[config.mk]
export PLATFORM = sky130hd
export DESIGN_NAME = pscc_top
export DESIGN_NICKNAME = d
export VERILOG_FILES = /design/src/pscc_pkg.sv /design/src/pscc_top.sv /design/src/pscc_wait_cnt.sv
export SDC_FILE = /design/constraint.sdc
export NUM_CORES = 1
export LEC_CHECK = 0
export BUFFER_PORTS_ARGS = -buffer_cell sky130_fd_sc_hd__buf_2
export CORE_ASPECT_RATIO = 0.5
export CORE_MARGIN = 2
export CORE_UTILIZATION = 45
export DETAILED_ROUTE_END_ITERATION = 12
export PLACE_DENSITY = 0.79
export REMOVE_ABC_BUFFERS = 1
export SYNTH_ARGS = -nofsm -noshare
export SYNTH_HDL_FRONTEND = slang
export SYNTH_SLANG_ARGS = --single-unit
[constraint.sdc]
create_clock -name clk_sys -period 3.2 [get_ports clk_sys]
set_input_delay 0.96 -clock clk_sys [delete_from_list [all_inputs] [get_ports clk_sys]]
set_output_delay 0.96 -clock clk_sys [all_outputs]
set_load 0.05 [all_outputs]
[src/pscc_pkg.sv]
// Purpose: shared constants and types of the power-save clock controller
// Assumes: byte-wide registers reached over a plain strobe port
// Notes: addresses are full byte addresses
package pscc_pkg;

  // register addresses
  localparam logic [31:0] PSCC_OSC_SETTLE_TIME_SELECT_ADDR = 32'hfffff380;
  localparam logic [31:0] PSCC_CLOCK_OUT_MODE_REG_ADDR = 32'hfffff38a;
  localparam logic [31:0] PSCC_PSC_ADDR = 32'hfffff1f0;
  localparam logic [31:0] PSCC_PROTECT_COMMAND_REG_ADDR = 32'hfffff1f4;
  localparam logic [31:0] PSCC_STAT_ADDR = 32'hfffff3f0;

  // values after reset
  localparam logic [7:0] PSCC_OSC_SETTLE_TIME_SELECT_RST = 8'h04;
  localparam logic [7:0] PSCC_CLOCK_OUT_MODE_REG_RST = 8'h00;
  localparam logic [7:0] PSCC_PSC_RST = 8'h00;

  // field positions
  localparam int PSCC_CLOCK_OUT_MODE_REG_EN_BIT = 4;
  localparam int PSCC_CLOCK_OUT_MODE_REG_DIV_HI_BIT = 1;
  localparam int PSCC_CLOCK_OUT_MODE_REG_DIV_LO_BIT = 0;
  localparam int PSCC_PSC_WATCH_BIT = 1;
  localparam int PSCC_PSC_STOP_BIT = 2;

  // settle-time codes
  localparam logic [2:0] PSCC_SETTLE_E10 = 3'h0;
  localparam logic [2:0] PSCC_SETTLE_E12 = 3'h1;
  localparam logic [2:0] PSCC_SETTLE_E13 = 3'h2;
  localparam logic [2:0] PSCC_SETTLE_E14 = 3'h3;
  localparam logic [2:0] PSCC_SETTLE_E15 = 3'h4;

  // wait counter width, wide enough for 2^15 periods
  localparam int PSCC_CNT_W = 16;

  typedef enum logic [2:0] {
    PSCC_ST_NORM,
    PSCC_ST_DRAIN,
    PSCC_ST_HALT,
    PSCC_ST_WATCH,
    PSCC_ST_STOP,
    PSCC_ST_OSC_TB,
    PSCC_ST_SETTLE
  } pscc_state_t;

  // wake requests from the interrupt controller
  typedef struct packed {
    logic nmi;
    logic irq;
    logic irq_above;
    logic int_en;
  } pscc_wake_t;

  // clock and power enables
  typedef struct packed {
    logic cpu;
    logic periph;
    logic watch;
    logic osc;
    logic pll;
    logic flash;
  } pscc_gate_t;

endpackage

[src/pscc_top.sv]
// Purpose: clock output, settle wait and power-save mode sequencing
// Assumes: cpu and interrupt controller run on clk_sys
// Notes: reset returns everything to normal mode, as a plain system reset
`timescale 1ns/1ps
`default_nettype none
module pscc_top
  import pscc_pkg::*;
#(
  parameter logic [15:0] SETTLE_CYC_E10 = 16'h0400,
  parameter logic [15:0] SETTLE_CYC_E12 = 16'h1000,
  parameter logic [15:0] SETTLE_CYC_E13 = 16'h2000,
  parameter logic [15:0] SETTLE_CYC_E14 = 16'h4000,
  parameter logic [15:0] SETTLE_CYC_E15 = 16'h8000,
  parameter logic [15:0] TB_WAIT_CYC = 16'h0400
) (
  // clock and reset
  input wire logic clk_sys,
  input wire logic sys_rst,
  // register port
  input wire logic [31:0] reg_addr,
  input wire logic [7:0] reg_wdata,
  input wire logic reg_wr,
  input wire logic reg_rd,
  output logic [7:0] reg_rdata,
  // cpu side
  input wire logic halt_exec,
  input wire logic prefetch_full,
  output logic cpu_hold,
  // interrupt controller side
  input wire pscc_wake_t wake,
  output logic wake_ack,
  // clock and power enables
  output pscc_gate_t gate,
  output logic [2:0] mode,
  // pin
  output logic clock_out_pin
);

  pscc_state_t st_q, st_d;
  logic [7:0] osc_settle_time_select_q, clock_out_mode_reg_q, psc_q, rdata_q;
  logic prot_armed_q, pin_q, ack_q, hold_q;
  logic [3:0] div_q;
  pscc_gate_t gate_q, gate_d;
  logic [15:0] settle_len_q;
  logic tmr_load, tmr_busy, tmr_done;
  logic [15:0] tmr_val;

  function automatic logic [15:0] settle_len(input logic [2:0] code);
    case (code)
      PSCC_SETTLE_E10: settle_len = SETTLE_CYC_E10;
      PSCC_SETTLE_E12: settle_len = SETTLE_CYC_E12;
      PSCC_SETTLE_E13: settle_len = SETTLE_CYC_E13;
      PSCC_SETTLE_E14: settle_len = SETTLE_CYC_E14;
      // prohibited codes fall back to the longest, safest wait
      default: settle_len = SETTLE_CYC_E15;
    endcase
  endfunction

  // register decode
  wire logic wr_osc_settle_time_select = reg_wr && (reg_addr == PSCC_OSC_SETTLE_TIME_SELECT_ADDR);
  wire logic wr_clock_out_mode_reg = reg_wr && (reg_addr == PSCC_CLOCK_OUT_MODE_REG_ADDR);
  wire logic wr_psc = reg_wr && (reg_addr == PSCC_PSC_ADDR);
  wire logic wr_protect_command_reg = reg_wr && (reg_addr == PSCC_PROTECT_COMMAND_REG_ADDR);
  wire logic psc_ok = wr_psc && prot_armed_q;
  wire logic [7:0] clock_out_mode_reg_mask = 8'h13;

  wire logic clock_out_mode_reg_en = clock_out_mode_reg_q[PSCC_CLOCK_OUT_MODE_REG_EN_BIT];
  wire logic [1:0] div_sel = {clock_out_mode_reg_q[PSCC_CLOCK_OUT_MODE_REG_DIV_HI_BIT], clock_out_mode_reg_q[PSCC_CLOCK_OUT_MODE_REG_DIV_LO_BIT]};
  wire logic req_watch = psc_q[PSCC_PSC_WATCH_BIT];
  wire logic req_stop = psc_q[PSCC_PSC_STOP_BIT];

  // wake decode: any unmasked request releases, priority only steers ack
  wire logic release_ev = wake.nmi || wake.irq;
  wire logic ack_ev = wake.nmi || (wake.irq_above && wake.int_en);
  wire logic in_sleep = (st_q == PSCC_ST_DRAIN) || (st_q == PSCC_ST_HALT) ||
                        (st_q == PSCC_ST_WATCH) || (st_q == PSCC_ST_STOP);
  wire logic rel_now = in_sleep && release_ev;
  wire logic mode_exit = rel_now && ((st_q == PSCC_ST_WATCH) || (st_q == PSCC_ST_STOP));

  // clock generator runs in these states; pin freezes elsewhere
  wire logic clk_run = (st_q == PSCC_ST_NORM) || (st_q == PSCC_ST_DRAIN) ||
                       (st_q == PSCC_ST_HALT) || (st_q == PSCC_ST_SETTLE);
  wire logic pin_d = !clock_out_mode_reg_en ? 1'b0 : (clk_run ? div_q[div_sel] : pin_q);

  // settle wait or time-base wait share one counter
  assign tmr_load = ((st_q == PSCC_ST_STOP) && release_ev) ||
                    ((st_q == PSCC_ST_WATCH) && release_ev) ||
                    ((st_q == PSCC_ST_OSC_TB) && tmr_done);
  assign tmr_val = (st_q == PSCC_ST_STOP) ? TB_WAIT_CYC : settle_len(osc_settle_time_select_q[2:0]);

  pscc_wait_cnt #(
    .W(PSCC_CNT_W)
  ) u_wait (
    .clk_sys(clk_sys),
    .sys_rst(sys_rst),
    .load(tmr_load),
    .load_val(tmr_val),
    .busy(tmr_busy),
    .done(tmr_done)
  );

  // mode sequencer
  always_comb begin
    st_d = st_q;
    case (st_q)
      PSCC_ST_NORM: begin
        if (req_stop) begin
          st_d = PSCC_ST_STOP;
        end else if (req_watch) begin
          st_d = PSCC_ST_WATCH;
        end else if (halt_exec) begin
          st_d = PSCC_ST_DRAIN;
        end
      end
      PSCC_ST_DRAIN: begin
        if (release_ev) begin
          st_d = PSCC_ST_NORM;
        end else if (prefetch_full) begin
          st_d = PSCC_ST_HALT;
        end
      end
      PSCC_ST_HALT: begin
        if (release_ev) begin
          st_d = PSCC_ST_NORM;
        end
      end
      PSCC_ST_WATCH: begin
        if (release_ev) begin
          st_d = PSCC_ST_SETTLE;
        end
      end
      PSCC_ST_STOP: begin
        if (release_ev) begin
          st_d = PSCC_ST_OSC_TB;
        end
      end
      PSCC_ST_OSC_TB: begin
        if (tmr_done) begin
          st_d = PSCC_ST_SETTLE;
        end
      end
      PSCC_ST_SETTLE: begin
        if (tmr_done) begin
          st_d = PSCC_ST_NORM;
        end
      end
      default: st_d = PSCC_ST_NORM;
    endcase
  end

  // clock and power enables per mode
  always_comb begin
    gate_d = '0;
    case (st_d)
      PSCC_ST_NORM, PSCC_ST_DRAIN: gate_d = '1;
      PSCC_ST_HALT: begin
        gate_d = '1;
        gate_d.cpu = 1'b0;
      end
      PSCC_ST_WATCH: begin
        gate_d.watch = 1'b1;
        gate_d.osc = 1'b1;
        gate_d.flash = 1'b0;
      end
      PSCC_ST_STOP: gate_d = '0;
      PSCC_ST_OSC_TB: gate_d.osc = 1'b1;
      PSCC_ST_SETTLE: begin
        // peripherals and flash come back while the cpu still waits
        gate_d = '1;
        gate_d.cpu = 1'b0;
      end
      default: gate_d = '1;
    endcase
  end

  // register read mux, reserved bits read as zero
  wire logic [7:0] rd_mux =
    (reg_addr == PSCC_OSC_SETTLE_TIME_SELECT_ADDR) ? osc_settle_time_select_q :
    (reg_addr == PSCC_CLOCK_OUT_MODE_REG_ADDR) ? clock_out_mode_reg_q :
    (reg_addr == PSCC_PSC_ADDR) ? psc_q :
    (reg_addr == PSCC_STAT_ADDR) ? {5'h00, st_q} : 8'h00;

  always_ff @(posedge clk_sys or posedge sys_rst) begin
    if (sys_rst) begin
      st_q <= PSCC_ST_NORM;
      gate_q <= '1;
      hold_q <= 1'b0;
      ack_q <= 1'b0;
    end else begin
      st_q <= st_d;
      gate_q <= gate_d;
      hold_q <= (st_d == PSCC_ST_OSC_TB) || (st_d == PSCC_ST_SETTLE);
      ack_q <= rel_now && ack_ev;
    end
  end

  always_ff @(posedge clk_sys or posedge sys_rst) begin
    if (sys_rst) begin
      osc_settle_time_select_q <= PSCC_OSC_SETTLE_TIME_SELECT_RST;
      clock_out_mode_reg_q <= PSCC_CLOCK_OUT_MODE_REG_RST;
      prot_armed_q <= 1'b0;
      rdata_q <= 8'h00;
    end else begin
      if (wr_osc_settle_time_select) begin
        osc_settle_time_select_q <= {5'h00, reg_wdata[2:0]};
      end
      if (wr_clock_out_mode_reg) begin
        clock_out_mode_reg_q <= reg_wdata & clock_out_mode_reg_mask;
      end
      // only a write disarms, so reads between the two stores do no harm
      if (reg_wr) begin
        prot_armed_q <= wr_protect_command_reg;
      end
      rdata_q <= reg_rd ? rd_mux : 8'h00;
    end
  end

  // a protected write in the release cycle wins over the self-clear
  always_ff @(posedge clk_sys or posedge sys_rst) begin
    if (sys_rst) begin
      psc_q <= PSCC_PSC_RST;
    end else if (psc_ok) begin
      psc_q <= reg_wdata & 8'h06;
    end else if (mode_exit) begin
      psc_q <= 8'h00;
    end
  end

  always_ff @(posedge clk_sys or posedge sys_rst) begin
    if (sys_rst) begin
      div_q <= 4'h0;
      pin_q <= 1'b0;
      settle_len_q <= 16'h0000;
    end else begin
      if (clk_run) begin
        div_q <= div_q + 4'h1;
      end
      pin_q <= pin_d;
      if (tmr_load) begin
        settle_len_q <= tmr_val;
      end
    end
  end

  // cpu registers, ram and io lines are never touched here
  assign reg_rdata = rdata_q;
  assign cpu_hold = hold_q;
  assign wake_ack = ack_q;
  assign gate = gate_q;
  assign mode = st_q;
  assign clock_out_pin = pin_q;

  // checking logic
  logic [15:0] settle_run_q;
  always_ff @(posedge clk_sys or posedge sys_rst) begin
    if (sys_rst) begin
      settle_run_q <= 16'h0000;
    end else begin
      settle_run_q <= (st_q == PSCC_ST_SETTLE) ? settle_run_q + 16'h0001 : 16'h0000;
    end
  end
endmodule // pscc_top
`default_nettype wire

[src/pscc_wait_cnt.sv]
// Purpose: down counter that times the oscillator and settle waits
// Assumes: load_val is at least one
// Notes: done is high in the last of load_val busy cycles
`timescale 1ns/1ps
`default_nettype none
module pscc_wait_cnt #(
  parameter int W = 16
) (
  // clock and reset
  input wire logic clk_sys,
  input wire logic sys_rst,
  // control
  input wire logic load,
  input wire logic [W-1:0] load_val,
  // status
  output logic busy,
  output logic done
);
  logic [W-1:0] cnt_q;
  logic [W-1:0] cnt_d;
  wire logic at_one = (cnt_q == W'(1));

  assign busy = (cnt_q != '0);
  assign done = at_one;
  assign cnt_d = load ? load_val : (busy ? cnt_q - W'(1) : cnt_q);

  always_ff @(posedge clk_sys or posedge sys_rst) begin
    if (sys_rst) begin
      cnt_q <= '0;
    end else begin
      cnt_q <= cnt_d;
    end
  end
endmodule // pscc_wait_cnt
`default_nettype wire

* Yosys cells after proc, flatten, opt, wreduce, memory -nomap -nowiden
Index checks and enable logic that the tools add are counted.
** Storage, ports and cells
- Output and inout bits :: 20
- Input bits :: 50
- Logic and storage cells :: 102
- Bits in registers :: 54
** Cells by class
- $lt $le $gt $ge :: 1
- Reduce and logical (&&, ||, !) cells :: 32
- Mux-type cells :: 30
- Equal/unequal tests :: 21
- Add/sub/neg operators :: 2
** Operators by type and width (count)
- $eq A32 B32 Y1 const B :: 5
- $pmux W16 S4 :: 1
- $mux W16 :: 3
- $mux W8 :: 6
- $mux W3 :: 11
- $pmux W3 S7 :: 1
- $eq A3 B2 Y1 const B :: 6
- $eq A3 B3 Y1 const B :: 6
- $eq A16 B1 Y1 const B :: 1
- $reduce_bool A16 Y1 :: 1
- $sub A16 B1 Y16 const B :: 1
- $logic_and A1 B1 Y1 :: 12
- $logic_or A1 B1 Y1 :: 12
- $eq A3 B1 Y1 const B :: 2
- $logic_not A3 Y1 :: 2
- $mux W1 :: 6
- $add A4 B1 Y4 const B :: 1
- $pmux W2 S2 :: 1
- $reduce_bool A2 Y1 :: 2
- $reduce_or A2 Y1 :: 2
- $lt A2 B3 Y1 const B :: 1
- $reduce_or A3 Y1 :: 1
- $bmux W1 S2 :: 1
- $ne A2 B1 Y1 const B :: 1

* Longest topological paths before layout
Gate-level depths: netlist of the first run.
- Depth after elaboration :: 8
- Depth in mapped cells :: 8
- Depth with buffers taken out :: 8

* Cells and area by module
A second synthesis of the first run with hierarchy kept.
** Second synthesis, totals
- Cell total of the unflattened synthesis :: 268
- Area total of the unflattened synthesis :: 2682.6 µm²
** Modules (own cells, without submodules)
- pscc_top :: cells an instance 155, seq. area each 708.2 µm², instances 1, area each 1620.3 µm²
- pscc_wait_cnt :: cells an instance 113, seq. area each 400.4 µm², instances 1, area each 1062.3 µm²

* Worst setup path before layout of the first run
No wires, ideal clock.
- Path kind :: input -> register
- Start point :: input reg_addr[30]
- End point :: register osc_settle_time_select_q[0]
- Library setup time :: 0.125 ns
- Path slack :: 0.705 ns
- Stages :: 5
- Data required time :: 3.075 ns
- Arrival time :: 2.370 ns
- Buffers on the path :: 0
- Cell sequence :: nand4_1 or4_1 nor4_4 nand2_1 mux2_2
** Between the ends
- Longest elaborated chain between the ends :: 2
** RTL lines
- start, declared :: RTL line pscc_top.sv:20 : input wire logic [31:0] reg_addr,
- $eq A32 B32 Y1 :: RTL line pscc_top.sv:60 : wire logic wr_osc_settle_time_select = reg_wr && (reg_addr == PSCC_OSC_SETTLE_TIME_SELECT_ADDR);
- $logic_and A1 B1 Y1 :: RTL line pscc_top.sv:60
- end signal, assigned :: RTL line pscc_top.sv:205 : osc_settle_time_select_q <= {5'h00, reg_wdata[2:0]};
- end, declared :: RTL line pscc_top.sv:40 : logic [7:0] osc_settle_time_select_q, clock_out_mode_reg_q, psc_q, rdata_q;
No other way between the ends.
A chain may end at the register's enable or synchronous reset.

* Worst setup path in the final report of the first run
- Start point :: register u_wait.cnt_q[4]
- End point :: register u_wait.cnt_q[13]
** Between the ends
- Longest elaborated chain between the ends :: 4
- Elaborated cells between the ends (all ways) :: 8
- Classes of those cells :: add/sub (1); eq/ne (1); mux (2); reduce/logical (4)
** RTL lines
- start, declared :: RTL line pscc_wait_cnt.sv:19 : logic [W-1:0] cnt_q;
- start signal, assigned :: RTL line pscc_wait_cnt.sv:31 : cnt_q <= cnt_d;
- branches (longest 4 deep; another with $sub A16 B1 Y16)
Several ways; the timed one is not identified. The select of a mux whose other input is x is not followed.

==> results of run 1 <==
## flip-flops by register name (all words and copies together), names as in the netlist
register / cells
prot_armed_q: 1
clock_out_pin: 1
reg_rdata: 4
cpu_hold: 1
psc_q: 2
div_q: 4
clock_out_mode_reg_q: 3
gate: 5
wake_ack: 1
osc_settle_time_select_q: 3
u_wait.cnt_q: 16
mode: 3
## per-stage QoR
| step | hold WS [ns] | std cells | worst slack, ns |
|---|---|---|---|
| floorplan | 0.441 | 240 | 0.705 |
| global placement | 0.457 | 375 | 0.523 |
| detailed placement | 0.464 | 375 | 0.514 |
| CTS | 0.478 | 383 | 0.754 |
| global route | 0.494 | 383 | 0.583 |
| finish | 0.472 | 383 | 0.763 |
## final cells by class
type                            instances  area [um^2]  share of cell area, %
Inverter                               14         52.6                   1.79
Multi-Input combinational cell        182         1270                   43.4
Timing Repair Buffer                   62          313                   10.6
Sequential cell                        44         1110                   37.7
Clock buffer                            6         82.6                   2.81
Clock inverter                          2         15.0                  0.511
Tap cell                               73         91.3                   3.11
## logic make-up after synthesis
group / share of synthesized area, %
buffers and inverters: 5.34
other: 0.150
AOI/OAI and AO/OA: 10.9
and+or+nand+nor: 26.3
muxes: 6.19
xor gates and xnor gates: 4.89
adders and majority gates: 2.00
DFF: 44.2
## final timing paths
| kind | startpoint | endpoint | slack (ns) | cells after the start |
|---|---|---|---|---|
| min in group asynchronous | sys_rst | u_wait.cnt_q[3]$_DFFE_PP0P_ | 0.79 | 3 |
| max | u_wait.cnt_q[4]$_DFFE_PP0P_ | u_wait.cnt_q[13]$_DFFE_PP0P_ | 0.76 | 5 |
| min reg2reg | div_q[3]$_DFFE_PP0N_ | div_q[3]$_DFFE_PP0N_ | 0.47 | 1 |
| max reg2reg | u_wait.cnt_q[4]$_DFFE_PP0P_ | u_wait.cnt_q[13]$_DFFE_PP0P_ | 0.76 | 5 |
| min | div_q[3]$_DFFE_PP0N_ | div_q[3]$_DFFE_PP0N_ | 0.47 | 1 |
| max in group asynchronous | sys_rst | osc_settle_time_select_q[2]$_DFFE_PP1P_ | 2.03 | 3 |
## worst max-delay path, cell delays in order, from the launching register on
cell and delay, ns:
dfrtp_1 0.44, or4_4 0.57, nand4b_4 0.24, o21bai_2 0.56, nand2_1 0.22, o32ai_1 0.30
## routing by layer
| metal | track usage (%) | wire (um) |
|---|---|---|
| met5 | 0 | 0 |
| met4 | 3.44 | 29 |
| met3 | 3.25 | 226 |
| met2 | 32.8 | 2650 |
| met1 | 24.5 | 2390 |
## placed cells by master (no fill, tap or decap), types with 8 or more instances in the layout
cell	count
nand4_1	11
inv_1	14
nand2_1	14
dfrtp_1	38
a21oi_1	10
mux2_2	10
xor2_1	8
buf_2	61
nor2_1	24
## where the power goes
part           switching (mW)  internal, mW
Combinational          0.0406        0.0257
Sequential     0.000000000665         0.556
Clock                   0.188         0.175
==> results.toml, run 1 <==
[pwr]
powerDensity_nw_per_um2 = 335
p_total_mw = 0.985
p_leak_nw = 1.37
irDropWorstVdd_mv = 0.242

[yosys]
synth_cell_types = 57
synth_area_um2 = 2510
yosysMostFrequentCell = "dfrtp_1"
syn_area_per_cell_um2 = 10.1
synth-edff-count = 0
netlist_top_cells_area = "dfrtp_1 (38%), dfstp_2 (6.3%), mux2_2 (4.5%)"
netlist_instances = 249
synth_top_cell_area_share_pct = 37.9
yosys_warnings = 0
ys_top_cells_by_count = "dfrtp_1 (38), nor2_1 (24), inv_1 (14), nand2_1 (14), nand4_1 (11)"
synth_flop_cell = "dfrtp_1"
synth_seq_area_share_pct = 44.2
synth_top_area_cell = "dfrtp_1"
ys_seq_elements = 44
ys_async_sr_fraction_pct = 100

[floorplanning]
dieWidth_um = 110
io-pin-count = 70
design.core.area_um2 = 5420
die_area_um2 = 6220
start_util_pct = 46.2
fp-row-count = 19
die_h_um = 56.8

[cts]
insertion_delay_ns = 0.29
clk_pin_slew_ns = 0.09
cts_root_buf = "clkbuf_8"
cts_setup_buffers = 0
cts.sinks = 44
cts_buffers = 5
cts_buffer_depth = 2
cts_hold_buffers = 0
ctsResizeCount = 0
htree_levels = 2
tritoncts = "done"

[timing]
report.final.slew_viol_count = 0
tns_ns = 0
finalSetupViolCount = 0
period_share_pct = 76.1
rsz0062_at_grt = "no"
finalClockSkew_ns = 0.00614
tightest_slew_ns = 0.645
relSlewSlack_pct = 57.0
fmax_mhz = 410
hold_viol_final = 0
min_period_ns = 2.44

[job]
maxCapViolCount = 0

[critical_path]
cp_data_arrival_time_ns = 2.63
cp_max_fo = 14
worstPathRequired_ns = 3.40
crit_type = "reg2reg"
end_kind = "register"
cp-start-kind = "register"

[drt]
post-route-drc-count = 0
via_count = 2074
viasPerCell = 5.42
antenna_left = 0
first_iter_violations = 120
drt-total-wl_um = 5300
post_drt_wl_per_cell_um = 13.8
drt_first_pass_iters = 4

[placement]
hpwl_um = 4050
gp_congestion = 0.866
io_buffer_count = 61
placed_area_um2 = 2840

[finish]
final_cell_area_um2 = 2940
drive_above_1_share_pct = 32.3
area_growth_pct = 17.2
fillCellCount = 462
nets = 363
final_core_util_pct = 54.2
n_antenna_cell = 0

[grt]
first_global_vias = 2065
antenna_found_initial = 0
grt_start_max_net_pins = 45
grt_pass1_wl_um = 9260
track_usage_pct = 18.7
grt_overflow = 0

[outcome]
outcome = "complete, no violations"

[min_path]
min_path_type = "reg2reg"
No activity file was read; power rests on OpenSTA's default activity.
==> run 2: changes to the inputs <==
--- a/config.mk
+++ b/config.mk
@@ -5,6 +5,7 @@
 export SDC_FILE = /design/constraint.sdc
 export NUM_CORES = 1
 export LEC_CHECK = 0
+export ABC_AREA = 1
 export BUFFER_PORTS_ARGS = -buffer_cell sky130_fd_sc_hd__buf_2
 export CORE_ASPECT_RATIO = 0.5
 export CORE_MARGIN = 2
==> constraint.sdc (replaced) <==
create_clock -name clk_sys -period 2.4 [get_ports clk_sys]
set_input_delay 0.72 -clock clk_sys [delete_from_list [all_inputs] [get_ports clk_sys]]
set_output_delay 0.72 -clock clk_sys [all_outputs]
set_load 0.05 [all_outputs]
==> run 2 against run 1 <==
Effect of this change:
- the run now ends with DRC left
- sequential share of layout area fell by 3.3 points
- clock-buffer cell count did not move
- cell count rose by 23%
- clock power rose by 140%
- sequential power rose by 120%
- largest cell class unchanged
==> results.toml, run 2 <==
[yosys]
synth_cell_types = 35
netlist_instances = 331
synth-edff-count = 0
synth_top_area_cell = "dfrtp_1"
synth_area_um2 = 2670
ys_seq_elements = 44
yosys_warnings = 0
ys_top_cells_by_count = "nand2_1 (56), nor2_1 (43), dfrtp_1 (38), inv_1 (36), o21ai_0 (26)"
netlist_top_cells_area = "dfrtp_1 (36%), nand2_1 (7.9%), nor2_1 (6.0%)"
ys_async_sr_fraction_pct = 100
synth_top_cell_area_share_pct = 35.6
synth_seq_area_share_pct = 41.5
syn_area_per_cell_um2 = 8.06
yosysMostFrequentCell = "nand2_1"
synth_flop_cell = "dfrtp_1"

[grt]
grt_pass1_wl_um = 9570
track_usage_pct = 18.0
grt_overflow = 0
grt_start_max_net_pins = 18
first_global_vias = 2132
antenna_found_initial = 0

[pwr]
power_frac_seq_pct = 31.5
p_sw_share_pct = 43.0
clockPowerShare_pct = 22.8
power_switching_mw = 1.64
combinationalPowerShare_pct = 45.7
p_leak_nw = 1.55
intPower_mw = 2.17
powerDensity_nw_per_um2 = 1180
irDropWorstVdd_mv = 0.492

[critical_path]
rr_startpoint = "u_wait.cnt_q[1]$_DFFE_PP0P_"
cp_data_arrival_time_ns = 1.95
rrSetupSlack_ns = 0.63
crit_type = "in2reg"
cp-start-kind = "input port"
timing.rr.end = "u_wait.cnt_q[10]$_DFFE_PP0P_"
end_kind = "register"
worstPathRequired_ns = 2.56
cp_max_fo = 17
reg2reg_depth = 9
crit_path_start = "wake[2]"

[finish]
area_growth_pct = 20.6
final_cell_mix = "buf_2 (61), nand2_1 (56), nor2_1 (43)"
drive_above_1_share_pct = 29.1
top_register = "u_wait.cnt_q"
final_core_util_pct = 57.4
fillCellCount = 515
nets = 452
largest_register_ffs = 16
n_antenna_cell = 0
layout_commonest_cell = "buf_2"

[cts]
tritoncts = "done"
cts_buffers = 5
cts_buffer_depth = 2
htree_levels = 2
insertion_delay_ns = 0.28
cts.sinks = 44
ctsResizeCount = 0
clk_pin_slew_ns = 0.06
cts_hold_buffers = 0
cts_root_buf = "clkbuf_16"
cts_setup_buffers = 0

[drt]
antenna_left = 0
wl_met3_um = 262
post_drt_wl_per_cell_um = 11.6
drt-total-wl_um = 5470
drt_first_pass_iters = 8
first_iter_violations = 75
wl_met1_um = 2630
post-route-drc-count = 1
top_layer_used = "met4"
met2_length_um = 2520
via_count = 2358
viasPerCell = 5.00

[job]
maxCapViolCount = 0

[timing]
finalClockSkew_ns = 0.00582
finalSetupViolCount = 0
report.final.slew_viol_count = 0
fmax_mhz = 560
hold_viol_final = 0
rsz0062_at_grt = "no"
min_period_ns = 1.79
period_share_pct = 74.4
tns_ns = 0
whs_ns = 0.361

[outcome]
violations = "DRC"
outcome = "complete, but fails checks"

[floorplanning]
die_area_um2 = 6600
die_h_um = 58.5
start_util_pct = 47.6
io-pin-count = 70
design.core.area_um2 = 5610
dieWidth_um = 113
fp-row-count = 19

[placement]
hpwl_um = 4260
io_buffer_count = 61
gp_congestion = 0.869

[min_path]
min_path_type = "in2async"
-- run 2: power by group through the flow --
stage	Combinational (mW)	Sequential (mW)	Clock, mW
final	1.74	1.20	0.867
after global routing	1.95	1.23	0.911
after CTS	1.74	1.20	0.881
after detailed placement	1.73	1.21	0
after global placement	1.70	1.20	0
after floorplan	1.11	1.47	0
-- run 2: cell type report --
cell class / count / area (um^2) / area share (%)
flip-flops and latches: 44 / 1110 / 34.4
clock buffers: 6 / 129 / 4.00
repair buffers: 64 / 328 / 10.2
multi-input cells: 242 / 1350 / 41.9
inverters: 41 / 154 / 4.78
clock inverters: 2 / 60.1 / 1.87
well taps: 73 / 91.3 / 2.84
-- run 2: worst max path at each step --
stage / end / slack [ns]
after global placement: u_wait.cnt_q[10]$_DFFE_PP0P_ / 0.35
after CTS: u_wait.cnt_q[0]$_DFFE_PP0P_ / 0.60
final: u_wait.cnt_q[10]$_DFFE_PP0P_ / 0.61
after detailed placement: u_wait.cnt_q[10]$_DFFE_PP0P_ / 0.31
after floorplan: u_wait.cnt_q[13]$_DFFE_PP0P_ / 0.45
after global routing: u_wait.cnt_q[0]$_DFFE_PP0P_ / 0.44
-- run 2: routing by layer --
layer | vias to the layer above | global-route usage, %
met3 | 6 | 3.81
met4 | 0 | 4.70
met2 | 64 | 29.4
met1 | 1083 | 25.1
li1 | 1205 | -
met5 | - | 0
-- run 2: critical path: stages --
cell and delay, ns:
buf_2 0.10, nor2_1 0.20, inv_1 0.13, nand2_4 0.14, nand2_8 0.12, nor2_4 0.29
buf_4 0.21, a21oi_2 0.03
-- run 2: logic make-up after synthesis --
logic type,count (synthesis),share of synthesized area (%)
AO/OA/AOI/OAI,47,10.2
AND/OR/NAND/NOR,173,33.3
flip-flops,44,41.5
adder cells (fa/ha/maj),4,1.88
buffers and inverters,48,8.35
other,1,0.141
XOR/XNOR,14,4.59
-- run 2: through the flow --
stage               instance area, um^2  power (mW)  setup WS [ns]  instances
floorplan                          2610        2.58          0.453        327
global placement                   3030        2.90          0.351        464
detailed placement                 3030        2.94          0.310        464
CTS                                3220        3.82          0.596        472
global route                       3220        4.10          0.444        472
finish                             3220        3.80          0.615        472
==> run 3: changes to the inputs <==
==> constraint.sdc (replaced) <==
create_clock -name clk_sys -period 1.7 [get_ports clk_sys]
set_input_delay 0.51 -clock clk_sys [delete_from_list [all_inputs] [get_ports clk_sys]]
set_output_delay 0.51 -clock clk_sys [all_outputs]
set_load 0.05 [all_outputs]
==> run 3 against run 2 <==
Effect of this change:
- the flow still finishes with violations (DRC)
- sequential cell count unchanged
- hold slack got worse by 0.13 ns
- clock skew down 0.00069 ns
- sequential power up 40%
- register-to-register slack worse by 0.56 ns
- power is 50% higher
- first-iteration DRC count up 6.7%
- worst setup slack got worse by 0.54 ns
- design area rose by 7.2%
- non-clock buffer count up 26
- combinational power increased by 67%
- highest routed layer unchanged
==> results.toml, run 3 (synthesized netlist as in run 2, its figures left out) <==
[cts]
cts_hold_buffers = 0
cts_buffer_depth = 2
cts_buffers = 5
cts.sinks = 44
htree_levels = 2
insertion_delay_ns = 0.29
tritoncts = "done"
clk_pin_slew_ns = 0.06
cts_root_buf = "clkbuf_16"

[grt]
grt_busiest_layer = "met2"
grt_pass1_wl_um = 10200
first_global_vias = 2361
antenna_found_initial = 0
gr-usage-met1_pct = 24.8
met3_usage_pct = 3.81
grt_start_max_net_pins = 28
grt_overflow = 0
met2_usage_pct = 33.3
track_usage_pct = 19.6

[placement]
place_inst = 485
io_buffer_count = 61
gp_congestion = 0.895
hpwl_um = 4510
placed_area_um2 = 3190

[critical_path]
reg2reg_depth = 10
worst_path_max_delay_cell = "dfrtp_1"
crit_type = "reg2reg"
cp-start-kind = "register"
cp_data_arrival_time_ns = 1.85
rr_startpoint = "u_wait.cnt_q[15]$_DFFE_PP0P_"
end_kind = "register"
path_buf_inv = 2
worstPathRequired_ns = 1.92
path_depth = 10
cp_max_fo = 4
cpPeakStageDelay_ns = 0.41
crit_family = "simple AND/OR/NAND/NOR gates"
crit_path_start = "u_wait.cnt_q[15]$_DFFE_PP0P_"
crit_chain = "inv_1, nand3_2, nor2_4, buf_4, nand2_1, nand2_2, nand2_2, nor2_4, nand2_4, o21ai_2"

[finish]
layout_commonest_cell = "buf_2"
nets = 478
top_register = "u_wait.cnt_q"
area_growth_pct = 29.3
final_cell_mix = "buf_2 (61), nand2_1 (56), nor2_1 (37), dfrtp_1 (37), inv_1 (34)"
final_cell_area_um2 = 3450
n_antenna_cell = 0
fin_cells = 498
largest_register_ffs = 16
drive_above_1_share_pct = 35.8
final_core_util_pct = 61.5

[floorplanning]
io-pin-count = 70
fp-row-count = 19
die_h_um = 58.5
start_util_pct = 47.6
design.core.area_um2 = 5610
die_area_um2 = 6600
dieWidth_um = 113

[pwr]
irDropWorstVdd_mv = 0.833
powerDensity_nw_per_um2 = 1660
p_total_mw = 5.72
p_leak_nw = 1.68

[timing]
report.final.slew_viol_count = 0
hold_viol_final = 0
whs_ns = 0.234
period_share_pct = 95.7
finalClockSkew_ns = 0.00512
finalSetupViolCount = 0
fmax_mhz = 615
min_period_ns = 1.63

[outcome]
violations = "DRC"
outcome = "complete, but fails checks"

[min_path]
min_path_type = "in2async"

[drt]
post-route-drc-count = 1
first_iter_violations = 80
antenna_left = 0
via_count = 2461
viasPerCell = 4.94
drt-total-wl_um = 6030
drt_first_pass_iters = 8
post_drt_wl_per_cell_um = 12.1

[job]
maxCapViolCount = 0
-- run 3: changes by cell type in the layout (fill, tap and decap cells not counted), moves of 2 or more --
cell / previous run / this run
buf_4: 3 / 29
nor2_1: 43 / 37
nor2_2: 7 / 11
nor2_4: 4 / 6
-- run 3: per-stage QoR --
step / TNS, ns / setup slack (ns)
final: 0 / 0.0729
after global routing: -0.122 / -0.0367
after CTS: 0 / 0.0188
after detailed placement: -0.451 / -0.0751
after global placement: -0.151 / -0.0352
after floorplan: -2.45 / -0.247
-- run 3: metal layers --
layer  wire length [um]  part of all wire, %
met4                114                  1.9
met5                  0                    0
met3                266                  4.4
met1               2770                   46
met2               2880                   48
-- run 3: path summary, 6_finish.rpt --
kind | to | slack (ns)
min reg2reg | prot_armed_q$_DFFE_PP0P_ | 0.49
max in group asynchronous | osc_settle_time_select_q[2]$_DFFE_PP1P_ | 1.11
min in group clk_sys | clock_out_mode_reg_q[4]$_DFFE_PP0P_ | 0.46
max reg2reg | cpu_hold$_DFF_PP0_ | 0.07
min | u_wait.cnt_q[13]$_DFFE_PP0P_ | 0.23
max | cpu_hold$_DFF_PP0_ | 0.07
-- run 3: where the power goes --
group	total [mW]	internal [mW]	switching, mW
combinational	2.90	1.08	1.82
clock	1.15	0.736	0.410
sequential	1.68	1.42	0.261
total	5.72	3.23	2.49
-- run 3: worst min-delay path, delay by kind of cell --
family	cells	cell delay (ns)
buf+inv	3	0.38
-- run 3: timing repair --
item | 4_1_cts | 5_1_grt
pin swaps | 1 | 5
buffers inserted | 3 | 2
setup endpoints to repair | 4 | 13
gates resized for setup | 0 | 14
-- run 3: area by class of cell --
type | count | area, um^2
Fill cell | 492 | 2160
Multi-Input combinational cell | 242 | 1390
Sequential cell | 44 | 1110
Timing Repair Buffer | 90 | 523
Inverter | 41 | 156
Clock buffer | 6 | 139
Tap cell | 73 | 91.3
Clock inverter | 2 | 38.8
